[src/ifps_pkg.sv]
package ifps_pkg;
    // register byte offsets on the apb bus
    localparam logic [7:0] IFPS_OFF_FLAG0   = 8'h00;
    localparam logic [7:0] IFPS_OFF_SERPRI  = 8'h04;
    localparam logic [7:0] IFPS_OFF_PWMPRI  = 8'h08;
    localparam logic [7:0] IFPS_OFF_UERPRI  = 8'h0C;
    localparam logic [7:0] IFPS_OFF_STATUS  = 8'h10;
    localparam logic [7:0] IFPS_OFF_CPULVL  = 8'h14;
    localparam logic [7:0] IFPS_OFF_IRQSTS  = 8'h18;
    localparam logic [7:0] IFPS_OFF_IRQMSK  = 8'h1C;

    // flag register bit positions
    localparam int IFPS_B_INT0 = 0;
    localparam int IFPS_B_CAP1 = 1;
    localparam int IFPS_B_CMP1 = 2;
    localparam int IFPS_B_TMR1 = 3;
    localparam int IFPS_B_TMR2 = 7;
    localparam int IFPS_B_SPIE = 9;
    localparam int IFPS_B_SPI  = 10;
    localparam int IFPS_B_URX  = 11;
    localparam int IFPS_B_UTX  = 12;
    localparam int IFPS_B_ADC  = 13;

    // writable masks: full part and smallest variant
    localparam logic [15:0] IFPS_FLAG_MASK_FULL  = 16'h3E8F;
    // external int0 stays in the small variant; only serial, capture, compare go
    localparam logic [15:0] IFPS_FLAG_MASK_SMALL = 16'h2089;

    // priority field positions
    localparam int IFPS_P_URX  = 12;
    localparam int IFPS_P_SPI  = 8;
    localparam int IFPS_P_SPIE = 4;
    localparam int IFPS_P_LOW  = 4;
    localparam int IFPS_PW     = 3;

    localparam logic [2:0]  IFPS_PRI_RESET = 3'h4;
    localparam logic [2:0]  IFPS_PRI_OFF   = 3'h0;
    localparam logic [15:0] IFPS_SER_MASK  = 16'h7770;
    localparam logic [15:0] IFPS_LOW_MASK  = 16'h0070;

    // status field positions
    localparam int IFPS_S_LVL = 8;
    localparam int IFPS_S_VEC = 0;
    localparam int IFPS_NSRC  = 10;
    // vector offset added to source index (arbitrary base)
    localparam logic [6:0] IFPS_VEC_BASE = 7'h08;

    localparam logic [31:0] IFPS_ZERO32 = 32'h0000_0000;
    localparam logic [15:0] IFPS_ZERO16 = 16'h0000;
endpackage

[src/ifps_top.sv]
// Operation
// flag reads 1 after request, timers bits 3,7
// flags software read/write, reset to zero
// priority fields three bits, 111 is seven
// 001 is lowest enabled priority, linear
// priority 000 disables the source entirely; here it still sets its flag and event 1, only the arbiter skips it
// priority fields writable, reset to 100
// uart error priority in bits 6-4
// unimplemented bits ignore writes, read zero
// status bits 11-8 show new cpu level
// status bits 6-0 pending vector, reset zero
// small variant drops serial, capture, compare
// report highest pending source above cpu level
// software clears flag after servicing it
module ifps_top
    import ifps_pkg::*;
#(
    parameter bit SMALL = 1'b0
) (
    input  wire logic        pclk,
    input  wire logic        presetn,
    input  wire logic        ce,
    input  wire logic        psel,
    input  wire logic        penable,
    input  wire logic        pwrite,
    input  wire logic [7:0]  paddr,
    input  wire logic [31:0] pwdata,
    output logic      [31:0] prdata,
    output logic             pready,
    output logic             pslverr,
    input  wire logic        ext_int_zero,
    input  wire logic [15:0] periph_req,
    output logic             irq
);
    import ifps_pkg::*;

    localparam logic [15:0] FMASK = SMALL ? IFPS_FLAG_MASK_SMALL : IFPS_FLAG_MASK_FULL;
    localparam logic [15:0] SMASK = SMALL ? IFPS_ZERO16 : IFPS_SER_MASK;
    localparam logic [15:0] UMASK = SMALL ? IFPS_ZERO16 : IFPS_LOW_MASK;

    logic [15:0] flag_q, flag_d;
    logic [15:0] ser_q, ser_d;
    logic [15:0] pwm_q, pwm_d;
    logic [15:0] uer_q, uer_d;
    logic [3:0]  cpu_q, cpu_d;
    logic [1:0]  ists_q, ists_d;
    logic [1:0]  imsk_q, imsk_d;
    logic [31:0] rdata_q, rdata_d;
    logic        rdy_q, rdy_d;
    logic        err_q, err_d;
    logic        irq_q, irq_d;
    logic        ext_s;
    logic        ext_prev_q;
    logic [15:0] req_set;
    logic [3:0]  lvl;
    logic [6:0]  vec;
    logic [3:0]  lvl_prev_q;
    logic [IFPS_NSRC-1:0]   pend;
    logic [IFPS_NSRC*3-1:0] pri;
    logic        wr_acc, rd_acc;

    // external pin is asynchronous, so it passes the synchroniser
    ifps_sync #(.W(1)) u_sync (
        .pclk    (pclk),
        .presetn (presetn),
        .ce      (ce),
        .din     (ext_int_zero),
        .dout    (ext_s)
    );

    // an access acts in its first access cycle only, since pready is low only on it
    assign wr_acc = psel && penable && !rdy_q && pwrite;
    assign rd_acc = psel && penable && !rdy_q && !pwrite;

    // request sources: peripherals are on pclk, int0 is edge taken
    always_comb begin
        req_set = periph_req & FMASK;
        req_set[IFPS_B_INT0] = ext_s && !ext_prev_q;
    end

    // pending sources and their priority fields, fixed order
    always_comb begin
        pend = {flag_q[IFPS_B_ADC], flag_q[IFPS_B_UTX], flag_q[IFPS_B_URX],
                flag_q[IFPS_B_SPI], flag_q[IFPS_B_SPIE], flag_q[IFPS_B_TMR2],
                flag_q[IFPS_B_TMR1], flag_q[IFPS_B_CMP1], flag_q[IFPS_B_CAP1],
                flag_q[IFPS_B_INT0]};
        // sources without a field here run at the reset priority
        pri  = {IFPS_PRI_RESET,
                uer_q[IFPS_P_LOW +: IFPS_PW],
                ser_q[IFPS_P_URX +: IFPS_PW],
                ser_q[IFPS_P_SPI +: IFPS_PW],
                ser_q[IFPS_P_SPIE +: IFPS_PW],
                pwm_q[IFPS_P_LOW +: IFPS_PW],
                IFPS_PRI_RESET, IFPS_PRI_RESET, IFPS_PRI_RESET, IFPS_PRI_RESET};
    end

    ifps_arbiter #(.N(IFPS_NSRC)) u_arb (
        .pclk    (pclk),
        .presetn (presetn),
        .ce      (ce),
        .pend    (pend),
        .pri     (pri),
        .cpu_lvl (cpu_q),
        .lvl     (lvl),
        .vec     (vec)
    );

    // register writes; hardware set wins over a software clear
    always_comb begin
        flag_d = flag_q;
        ser_d  = ser_q;
        pwm_d  = pwm_q;
        uer_d  = uer_q;
        cpu_d  = cpu_q;
        imsk_d = imsk_q;
        ists_d = ists_q;
        if (wr_acc) begin
            case (paddr)
                IFPS_OFF_FLAG0:  flag_d = pwdata[15:0] & FMASK;
                IFPS_OFF_SERPRI: ser_d  = pwdata[15:0] & SMASK;
                IFPS_OFF_PWMPRI: pwm_d  = pwdata[15:0] & IFPS_LOW_MASK;
                IFPS_OFF_UERPRI: uer_d  = pwdata[15:0] & UMASK;
                IFPS_OFF_CPULVL: cpu_d  = pwdata[3:0];
                IFPS_OFF_IRQMSK: imsk_d = pwdata[1:0];
                default: ;
            endcase
        end
        if (rd_acc && paddr == IFPS_OFF_IRQSTS) begin
            ists_d = 2'b00;                                  // read clears
        end
        flag_d = flag_d | req_set;
        // event 0: new winner level; event 1: any request latched
        if (lvl != lvl_prev_q && lvl != 4'h0) begin
            ists_d[0] = 1'b1;
        end
        if (|req_set) begin
            ists_d[1] = 1'b1;
        end
    end

    // read mux; unmapped addresses answer with an error
    always_comb begin
        rdata_d = IFPS_ZERO32;
        err_d   = 1'b0;
        rdy_d   = psel && penable && !rdy_q;
        if (psel && penable && !rdy_q) begin
            case (paddr)
                IFPS_OFF_FLAG0:  rdata_d[15:0] = flag_q;
                IFPS_OFF_SERPRI: rdata_d[15:0] = ser_q;
                IFPS_OFF_PWMPRI: rdata_d[15:0] = pwm_q;
                IFPS_OFF_UERPRI: rdata_d[15:0] = uer_q;
                IFPS_OFF_STATUS: begin
                    rdata_d[IFPS_S_LVL +: 4] = lvl;
                    rdata_d[IFPS_S_VEC +: 7] = vec;
                end
                IFPS_OFF_CPULVL: rdata_d[3:0] = cpu_q;
                IFPS_OFF_IRQSTS: rdata_d[1:0] = ists_q;
                IFPS_OFF_IRQMSK: rdata_d[1:0] = imsk_q;
                default:         err_d = 1'b1;
            endcase
            if (!pwrite) begin
                rdata_d = err_d ? IFPS_ZERO32 : rdata_d;
            end else begin
                rdata_d = IFPS_ZERO32;
            end
        end
        irq_d = |(ists_d & imsk_d);
    end

    // all state, frozen while ce is low
    always_ff @(posedge pclk or negedge presetn) begin
        if (!presetn) begin
            flag_q     <= IFPS_ZERO16;
            ser_q      <= SMALL ? IFPS_ZERO16 : {1'b0, IFPS_PRI_RESET, 1'b0,
                          IFPS_PRI_RESET, 1'b0, IFPS_PRI_RESET, 4'h0};
            pwm_q      <= {9'h000, IFPS_PRI_RESET, 4'h0};
            uer_q      <= SMALL ? IFPS_ZERO16 : {9'h000, IFPS_PRI_RESET, 4'h0};
            cpu_q      <= 4'h0;
            ists_q     <= 2'b00;
            imsk_q     <= 2'b00;
            rdata_q    <= IFPS_ZERO32;
            rdy_q      <= 1'b0;
            err_q      <= 1'b0;
            irq_q      <= 1'b0;
            ext_prev_q <= 1'b0;
            lvl_prev_q <= 4'h0;
        end else if (ce) begin
            flag_q     <= flag_d;
            ser_q      <= ser_d;
            pwm_q      <= pwm_d;
            uer_q      <= uer_d;
            cpu_q      <= cpu_d;
            ists_q     <= ists_d;
            imsk_q     <= imsk_d;
            rdata_q    <= rdata_d;
            rdy_q      <= rdy_d;
            err_q      <= err_d;
            irq_q      <= irq_d;
            ext_prev_q <= ext_s;
            lvl_prev_q <= lvl;
        end
    end

    assign prdata  = rdata_q;
    assign pready  = rdy_q;
    assign pslverr = err_q;
    assign irq     = irq_q;
endmodule

[src/ifps_sync.sv]
// three-stage input synchroniser, change taken when stages 2 and 3 agree
module ifps_sync #(
    parameter int W = 1
) (
    input  wire logic         pclk,
    input  wire logic         presetn,
    input  wire logic         ce,
    input  wire logic [W-1:0] din,
    output logic      [W-1:0] dout
);
    logic [W-1:0] s1_q, s2_q, s3_q, out_q;
    logic [W-1:0] out_d;

    // stage one is read only by stage two
    always_comb begin
        out_d = out_q;
        for (int i = 0; i < W; i++) begin
            if (s2_q[i] == s3_q[i]) begin
                out_d[i] = s3_q[i];
            end
        end
    end

    always_ff @(posedge pclk or negedge presetn) begin
        if (!presetn) begin
            s1_q  <= '0;
            s2_q  <= '0;
            s3_q  <= '0;
            out_q <= '0;
        end else if (ce) begin
            s1_q  <= din;
            s2_q  <= s1_q;
            s3_q  <= s2_q;
            out_q <= out_d;
        end
    end

    assign dout = out_q;
endmodule

[src/ifps_arbiter.sv]
// picks the highest-priority pending source above the cpu level
module ifps_arbiter #(
    parameter int N = 10
) (
    input  wire logic           pclk,
    input  wire logic           presetn,
    input  wire logic           ce,
    input  wire logic [N-1:0]   pend,
    input  wire logic [N*3-1:0] pri,
    input  wire logic [3:0]     cpu_lvl,
    output logic      [3:0]     lvl,
    output logic      [6:0]     vec
);
    import ifps_pkg::*;
    logic [3:0] lvl_q, lvl_d;
    logic [6:0] vec_q, vec_d;

    // lowest index wins a tie; a disabled source never competes
    always_comb begin
        lvl_d = 4'h0;
        vec_d = 7'h00;
        for (int i = N - 1; i >= 0; i--) begin
            if (pend[i] && pri[i*3 +: 3] != IFPS_PRI_OFF
                && {1'b0, pri[i*3 +: 3]} > cpu_lvl
                && {1'b0, pri[i*3 +: 3]} >= lvl_d) begin
                lvl_d = {1'b0, pri[i*3 +: 3]};
                vec_d = IFPS_VEC_BASE + 7'(i);
            end
        end
    end

    always_ff @(posedge pclk or negedge presetn) begin
        if (!presetn) begin
            lvl_q <= 4'h0;
            vec_q <= 7'h00;
        end else if (ce) begin
            lvl_q <= lvl_d;
            vec_q <= vec_d;
        end
    end

    assign lvl = lvl_q;
    assign vec = vec_q;
endmodule

[config.mk]
export PLATFORM = sky130hd
export DESIGN_NAME = ifps_top
export DESIGN_NICKNAME = d
export VERILOG_FILES = /design/src/ifps_pkg.sv /design/src/ifps_top.sv /design/src/ifps_sync.sv /design/src/ifps_arbiter.sv
export SDC_FILE = /design/constraint.sdc
export NUM_CORES = 1
export LEC_CHECK = 0
export ABC_AREA = 1
export ABC_CLOCK_PERIOD_IN_PS = 9560
export BUFFER_PORTS_ARGS = -buffer_cell sky130_fd_sc_hd__buf_2
export CORE_MARGIN = 2
export CORE_UTILIZATION = 59
export CTS_BUF_LIST = sky130_fd_sc_hd__clkbuf_16
export DETAILED_ROUTE_END_ITERATION = 10
export GPL_TIMING_DRIVEN = 0
export PLACE_DENSITY = 0.84
export SYNTH_ARGS = -nofsm -noshare
export SYNTH_HDL_FRONTEND = slang
export SYNTH_SLANG_ARGS = --single-unit
[constraint.sdc]
create_clock -name pclk -period 9.56 [get_ports pclk]
set_input_delay 1.434 -clock pclk [delete_from_list [all_inputs] [get_ports pclk]]
set_output_delay 1.434 -clock pclk [all_outputs]
set_load 0.01 [all_outputs]
# --- Word-level counts from Yosys, hierarchy flattened ---
# Cells that the tools add are included.
word_totals:
  regBits: 94
  elab_cells: 133
op_classes:
  n_lt_le_gt_ge: 15
  eq_ne: 9
  muxes: 39
  n_bitwise: 2
  n_reduce_logical: 49
ops:
  columns: ["operator", "count"]
  rows:
  - ["$mux 16", 4]
  - ["$mux 7", 9]
  - ["$mux 4", 9]
  - ["$eq 8x5->1 const B", 4]
  - ["$mux 32", 1]
  - ["$logic_and 1x1->1", 31]
  - ["$ge 3x4->1", 5]
  - ["$gt 3x4->1", 5]
  - ["$eq 8x4->1 const B", 2]
  - ["$ge 3x4->1 const A", 4]
  - ["$or 16x14->16", 1]
  - ["$pmux 3 s5", 1]
  - ["$reduce_bool 3->1", 5]
  - ["$pmux 4 s3", 1]
  - ["$reduce_and 3->1", 4]
  - ["$pmux 2 s5", 1]
  - ["$reduce_or 10->1", 1]
  - ["$eq 8x3->1 const B", 1]
  - ["$logic_not 8->1", 1]
  - ["$pmux 4 s2", 1]
  - ["$reduce_or 8->1", 1]
  - ["$mux 1", 6]
  - ["$mux 2", 3]
  - ["$pmux 2 s3", 1]
  - ["other kinds (10)", 12]

# --- Logic depth before layout (Yosys ltp) ---
depth:
  word_depth: 30
  mapped_depth: 52
  mapped_depth_nobuf: 52

# --- Cells and area by module ---
# From an unflattened synthesis, not the netlist that was laid out.
hier_totals:
  cells_unflattened: 757
  area_unflattened_um2: 5649.2
by_module_without_submodules:
  columns: ["mod", "n_inst", "cells_per_inst", "area_each_um2", "seq_area_each_um2"]
  rows:
  - ["ifps_top", 1, 378, 3074.2, 1407.6]
  - ["ifps_arbiter", 1, 359, 2411.1, 200.2]
  - ["ifps_sync", 1, 20, 163.9, 100.1]

# --- Worst setup path before layout ---
# Ideal clock, no wire load.
synth_path:
  kind: "flip-flop to flip-flop"
  startpoint: "register uer_q[6]"
  endpoint: "register u_arb.vec_q[0], in the netlist u_arb.vec[0]"
  setup_time_ps: 116
  t_arrival_ps: 5476
  setup_slack_ps: 3968
  stages_incl_launch_ff: 48
  path_buffers: 0
  period_less_slack_ps: 5592
  path_cell_list: "dfstp_2 ha_1 nand3_1 nand3_1 inv_1 nand3_4 nor2_4 inv_1 ha_1 inv_1 o21bai_1 nand2_1 nand3_1 nand3_4 nand2_2 nand2_1 ha_1 inv_1 (+12 left out) nand2_1 and2_1 ha_1 a21boi_1 o21ai_0 nand2_1 nand3_4 clkinv_1 nand2_1 nand2_4 nand2_4 nand2_4 nand2_2 nand2_1 nand2_1 nand2_1 nand2_1 nand2_1"
synth_between:
  elab_chain_len: 29
  word_cells_on_any_way: 39
  cone_classes: "order compare (10); mux (17); reduce/logical (12)"
synth_lines:
  columns: ["item", "line_no", "source"]
  rows:
  - ["start: declaration", "ifps_top.sv:44", "logic [15:0] uer_q, uer_d;"]
  - ["start signal: assignment", "ifps_top.sv:177", "uer_q <= SMALL ? IFPS_ZERO16 : {9'h000, IFPS_PRI_RESET, 4'h0};"]
  - ["start signal: assignment", "ifps_top.sv:191", "uer_q <= uer_d;"]
  - ["parallel branches: the longest is 28 deep, another holds $gt 3x4->1", null, null]
  - ["$mux 7 (*)", "ifps_arbiter.sv:23", "if (pend[i] && pri[i*3 +: 3] != IFPS_PRI_OFF"]
  - ["end signal: assignment", "ifps_arbiter.sv:38", "vec_q <= vec_d;"]
  - ["end: declaration", "ifps_arbiter.sv:16", "logic [6:0] vec_q, vec_d;"]
# Mark *: on every way between the ends.
# A chain may end at the register's enable or synchronous reset.

# --- Final worst setup path ---
layout_path:
  startpoint: "register cpu_q[1]"
  endpoint: "register u_arb.vec_q[0], in the netlist u_arb.vec[0]"
layout_between:
  elab_chain_len: 30
  word_cells_on_any_way: 53
  cone_classes: "order compare (15); mux (19); reduce/logical (19)"
layout_lines:
  columns: ["item", "line_no", "source"]
  rows:
  - ["start: declaration", "ifps_top.sv:45", "logic [3:0] cpu_q, cpu_d;"]
  - ["start signal: assignment", "ifps_top.sv:192", "cpu_q <= cpu_d;"]
  - ["$gt 3x4->1", "ifps_arbiter.sv:24", "&& {1'b0, pri[i*3 +: 3]} > cpu_lvl"]
  - ["$logic_and 1x1->1", "ifps_arbiter.sv:24", null]
  - ["$mux 3", "ifps_arbiter.sv:23", null]
  - ["$ge 3x4->1", "ifps_arbiter.sv:25", "&& {1'b0, pri[i*3 +: 3]} >= lvl_d) begin"]
  - ["$logic_and 1x1->1", "ifps_arbiter.sv:25", null]
  - ["$mux 4", "ifps_arbiter.sv:23", null]
  - ["$ge 3x4->1", "ifps_arbiter.sv:25", null]
  - ["$logic_and 1x1->1", "ifps_arbiter.sv:25", null]
  - ["(+14 left out)", null, null]
  - ["$logic_and 1x1->1", "ifps_arbiter.sv:25", null]
  - ["$mux 4", "ifps_arbiter.sv:23", null]
  - ["$ge 3x4->1", "ifps_arbiter.sv:25", null]
  - ["$logic_and 1x1->1", "ifps_arbiter.sv:25", null]
  - ["$mux 4", "ifps_arbiter.sv:23", null]
  - ["$ge 3x4->1", "ifps_arbiter.sv:25", null]
  - ["$logic_and 1x1->1", "ifps_arbiter.sv:25", null]
  - ["$mux 7 (*)", "ifps_arbiter.sv:23", null]
# Every way passes the cells marked *; elsewhere a longest branch is shown, timed or not.

==> impl_metrics.xml <==
<?xml version="1.0" encoding="UTF-8"?>
<metrics>
  <group name="min_path">
    <metric name="whs_path_depth" unit="">2</metric>
    <metric name="worstHoldEndpoint" unit="">prdata[2]</metric>
    <metric name="min-delay-start" unit="">prdata[2]</metric>
    <metric name="hold_path_class" unit="">flop to flop</metric>
  </group>
  <group name="sta">
    <metric name="hold_viol" unit="">0</metric>
    <metric name="finalCritPeriodShare" unit="%">68.2</metric>
    <metric name="fin_ws" unit="ns">3.04</metric>
    <metric name="rsz0062_at_grt" unit="">no</metric>
    <metric name="finalClockSkew" unit="ns">0.00961</metric>
    <metric name="slew_headroom" unit="%">42.8</metric>
    <metric name="fin_hold_ws" unit="ns">0.482</metric>
    <metric name="timing.fmax" unit="MHz">153</metric>
    <metric name="finalSetupViolCount" unit="">0</metric>
    <metric name="period_needed" unit="ns">6.52</metric>
    <metric name="total_count_of_max_transition_violations_in_the_final_report" unit="">0</metric>
    <metric name="totalNegativeSetupSlack" unit="ns">0</metric>
    <metric name="max_slew.worst_pin.slew" unit="ns">0.858</metric>
  </group>
  <group name="placement">
    <metric name="gpl_wtd_cong" unit="">0.950</metric>
    <metric name="area_after_detailed_placement" unit="sq mm">0.00483</metric>
    <metric name="dpl_worst_slack" unit="ns">3.17</metric>
    <metric name="numPortBuffers" unit="">54</metric>
    <metric name="dpl.hpwl" unit="microns">9030</metric>
  </group>
  <group name="die">
    <metric name="rows" unit="">31</metric>
    <metric name="die_y" unit="microns">90.1</metric>
    <metric name="fp.coreArea" unit="sq mm">0.00721</metric>
    <metric name="die_w" unit="microns">90.1</metric>
    <metric name="initial_utilization" unit="%">60.7</metric>
    <metric name="io-pin-count" unit="">98</metric>
    <metric name="design.die.area" unit="sq mm">0.00813</metric>
  </group>
  <group name="cts">
    <metric name="clk_pin_slew_worst_paths" unit="ns">0.06</metric>
    <metric name="cts_inserted_buffers" unit="">9</metric>
    <metric name="post-cts-setup-buffers" unit="">0</metric>
    <metric name="clock_latency" unit="ns">0.34</metric>
    <metric name="cts_repair_resize_count" unit="">0</metric>
    <metric name="cts_root_buf" unit="">sky130_fd_sc_hd__clkbuf_16</metric>
    <metric name="holdBufCountCts" unit="">0</metric>
    <metric name="cts-root-to-sink-buffers" unit="">2</metric>
    <metric name="tritoncts" unit="">yes</metric>
    <metric name="cts-htree-levels" unit="">3</metric>
    <metric name="clkSinkCount" unit="">67</metric>
  </group>
  <group name="layout">
    <metric name="layout-drive-gt1-share" unit="%">23.3</metric>
    <metric name="nFillCells" unit="">601</metric>
    <metric name="num_antenna_cells" unit="">0</metric>
    <metric name="combined_area_of_the_multi_input_logic_cells" unit="sq mm">0.00226</metric>
    <metric name="ff_latch_area" unit="sq mm">0.00168</metric>
    <metric name="final_cell_area" unit="sq mm">0.00514</metric>
    <metric name="num-nets-final" unit="">715</metric>
    <metric name="syn_to_final_growth" unit="%">17.5</metric>
  </group>
  <group name="run">
    <metric name="max-cap-violations" unit="">0</metric>
  </group>
  <group name="logic_synthesis">
    <metric name="synth_top_area_share" unit="%">35.4</metric>
    <metric name="mappedNetlistArea" unit="sq mm">0.00438</metric>
    <metric name="synth_xor_xnor_area_share" unit="%">0.600</metric>
    <metric name="netlist_instances" unit="">544</metric>
    <metric name="synthesis.yosys.warnings" unit="">0</metric>
    <metric name="async_flop_share" unit="%">100</metric>
    <metric name="synth_compound_gate_area_share" unit="%">16.5</metric>
    <metric name="synth_cell_type_count" unit="">46</metric>
    <metric name="muxShareOfSynthArea" unit="%">0</metric>
    <metric name="ys_seq_elements" unit="">67</metric>
    <metric name="synth_top_family_by_area" unit="">simple AND/OR/NAND/NOR gates</metric>
    <metric name="synth-adder-area-share" unit="%">7.72</metric>
    <metric name="synth.yosys.seq_area_share" unit="%">38.4</metric>
    <metric name="synthesis.area_per_instance" unit="sq um">8.05</metric>
    <metric name="cell_types_occupying_the_most_area_after_synthesis" unit="">sky130_fd_sc_hd__dfrtp_1 (35%), sky130_fd_sc_hd__nand2_1 (11%), sky130_fd_sc_hd__ha_1 (7.7%)</metric>
    <metric name="synth_enable_flop_cells" unit="">0</metric>
    <metric name="synth_simple_gate_area_share" unit="%">25.3</metric>
    <metric name="synth_top_cell_by_area" unit="">sky130_fd_sc_hd__dfrtp_1</metric>
    <metric name="ys_dominant_reg_cell" unit="">sky130_fd_sc_hd__dfrtp_1</metric>
  </group>
  <group name="critical_path">
    <metric name="worstSetupPathType" unit="">flop to flop</metric>
    <metric name="required" unit="ns">9.78</metric>
    <metric name="timing.reg2reg.worst_path_depth" unit="">46</metric>
    <metric name="timing.critical_path.mode_cell" unit="">sky130_fd_sc_hd__nand2_1</metric>
    <metric name="critPathMaxStageDelay" unit="ns">0.41</metric>
    <metric name="rr_endpoint" unit="">u_arb.vec[0]</metric>
    <metric name="rr_startpoint" unit="">cpu_q[1]</metric>
    <metric name="timing.critical_path.from_type" unit="">flop</metric>
    <metric name="critPathCaptureType" unit="">flop</metric>
    <metric name="reg2reg_setup_slack" unit="ns">3.04</metric>
    <metric name="timing.critical_path.fanout_max" unit="">6</metric>
    <metric name="crit_slowest_cell" unit="">sky130_fd_sc_hd__dfrtp_1</metric>
    <metric name="worst-endpoint-arrival" unit="ns">6.75</metric>
  </group>
  <group name="global_routing">
    <metric name="grt_overflow_total" unit="">0</metric>
    <metric name="wire_length_of_the_first_global_routing_pass" unit="microns">20300</metric>
    <metric name="pin_count_of_the_biggest_net_entering_global_routing" unit="">68</metric>
    <metric name="antenna_found_initial" unit="">0</metric>
    <metric name="number_of_global_route_vias_before_repair" unit="">4237</metric>
    <metric name="gr-usage-all-layers" unit="%">31.6</metric>
  </group>
  <group name="detailed_routing">
    <metric name="detail_routed_via_count_per_cell" unit="">5.74</metric>
    <metric name="total_routed_length" unit="microns">12200</metric>
    <metric name="via_count" unit="">4188</metric>
    <metric name="first_pass_iters" unit="">5</metric>
    <metric name="detail_route.iter0.violations" unit="">272</metric>
    <metric name="post-route-drc-count" unit="">0</metric>
    <metric name="post_drt_wl_per_cell" unit="microns">16.7</metric>
    <metric name="postRouteAntennaNets" unit="">0</metric>
  </group>
  <group name="power_and_ir_drop">
    <metric name="power.static_leakage" unit="nW">2.64</metric>
    <metric name="cellPowerDensity" unit="mW/mm^2">138</metric>
    <metric name="max-vdd-ir-drop" unit="mV">0.0990</metric>
  </group>
  <group name="run_status">
    <metric name="outcome" unit="">completed</metric>
  </group>
</metrics>
## through the flow
stage	cells	power (mW)	utilization (%)
after floorplan	560	0.341	-
after global placement	713	0.365	67.0
after detailed placement	713	0.368	67.0
after CTS	729	0.710	71.3
after global routing	729	0.735	71.3
final	729	0.708	71.3
## layer usage
metal  vias up  GRT usage (%)  share of wire [%]
li1       1950              -                  -
met1      1981           40.0                 40
met4         0           14.1                3.5
met5         -              0                  0
met2       217           52.9                 48
met3        40           5.95                8.2
## worst max-delay path, delay by kind of cell, from the launching register on
| family | cells | cell delay, ns |
|---|---|---|
| and+or+nand+nor | 27 | 2.85 |
| adders and majority gates | 5 | 1.40 |
| AOI/OAI and AO/OA | 7 | 0.94 |
| buffers and inverters | 7 | 0.80 |
| DFF | 1 | 0.41 |
## cells in the final DEF (no fill, tap or decap), drive strengths merged
master / instances
nand4: 7
xnor2: 3
o221ai: 1
nor3: 8
a32o: 3
a22oi: 5
conb: 17
a21oi: 12
ha: 27
o21bai: 6
clkinv: 3
o211ai: 5
a221oi: 5
o41ai: 6
a31oi: 1
dfstp: 5
a21boi: 1
nor4: 4
o22ai: 7
o311ai: 1
buf: 74
nand3: 35
o31ai: 3
nor2: 32
dfrtp: 62
a22o: 3
a311oi: 2
and2: 3
bufinv: 1
clkbuf: 18
o21ai: 46
inv: 87
nand2: 136
clkinvlp: 1
## report_power, final
| group | internal (mW) | switching [mW] | total [mW] |
|---|---|---|---|
| Sequential | 0.292 | 0.00597 | 0.298 |
| Combinational | 0.0232 | 0.0428 | 0.0660 |
| Clock | 0.207 | 0.137 | 0.344 |
## Yosys cell counts (all sizes together) (6+ instances only)
| master | number |
|---|---|
| a21oi | 12 |
| o41ai | 6 |
| dfrtp | 62 |
| nand2 | 136 |
| buf | 20 |
| o22ai | 7 |
| nand3 | 35 |
| o21bai | 6 |
| inv | 83 |
| nor3 | 8 |
| clkbuf | 9 |
| nor2 | 32 |
| nand4 | 7 |
| o21ai | 46 |
| ha | 27 |
## registers in the layout, indices dropped and copies added (netlist names), 2 cells and up
register    flops
u_arb.vec       5
flag_q         10
pwm_q           3
imsk_q          2
cpu_q           4
u_arb.lvl       3
lvl_prev_q      3
uer_q           3
ists_q          2
ser_q           9
prdata         15
## worst max-delay path by stage
stage	from	endpoint	depth (start not counted)	slack [ns]
finish	cpu_q[1]	u_arb.vec[0]	46	3.04
global route	cpu_q[2]	u_arb.vec[0]	50	2.41
global placement	cpu_q[2]	u_arb.vec[0]	48	3.34
detailed placement	cpu_q[2]	u_arb.vec[0]	45	3.17
floorplan	uer_q[6]	u_arb.vec[0]	47	3.97
CTS	cpu_q[1]	u_arb.vec[0]	46	3.11
## area by class of cell
cell class | instances | share of cell area (%)
Multi-Input combinational cell | 379 | 43.9
Sequential cell | 67 | 32.7
Inverter | 85 | 6.23
Timing Repair Buffer | 54 | 5.30
Clock buffer | 9 | 4.38
Buffer | 29 | 3.43
Tap cell | 99 | 2.41
Clock inverter | 7 | 1.63
## logic make-up (layout without fill, tap and decap cells)
kind of cell / Yosys count / after routing
xor gates and xnor gates: 3 / 3
and+or+nand+nor: 225 / 225
adders and majority gates: 27 / 27
buffers and inverters: 114 / 184
AOI/OAI and AO/OA: 107 / 107
other: 1 / 17
DFF: 67 / 67
Power figures use the tool's default switching activity.
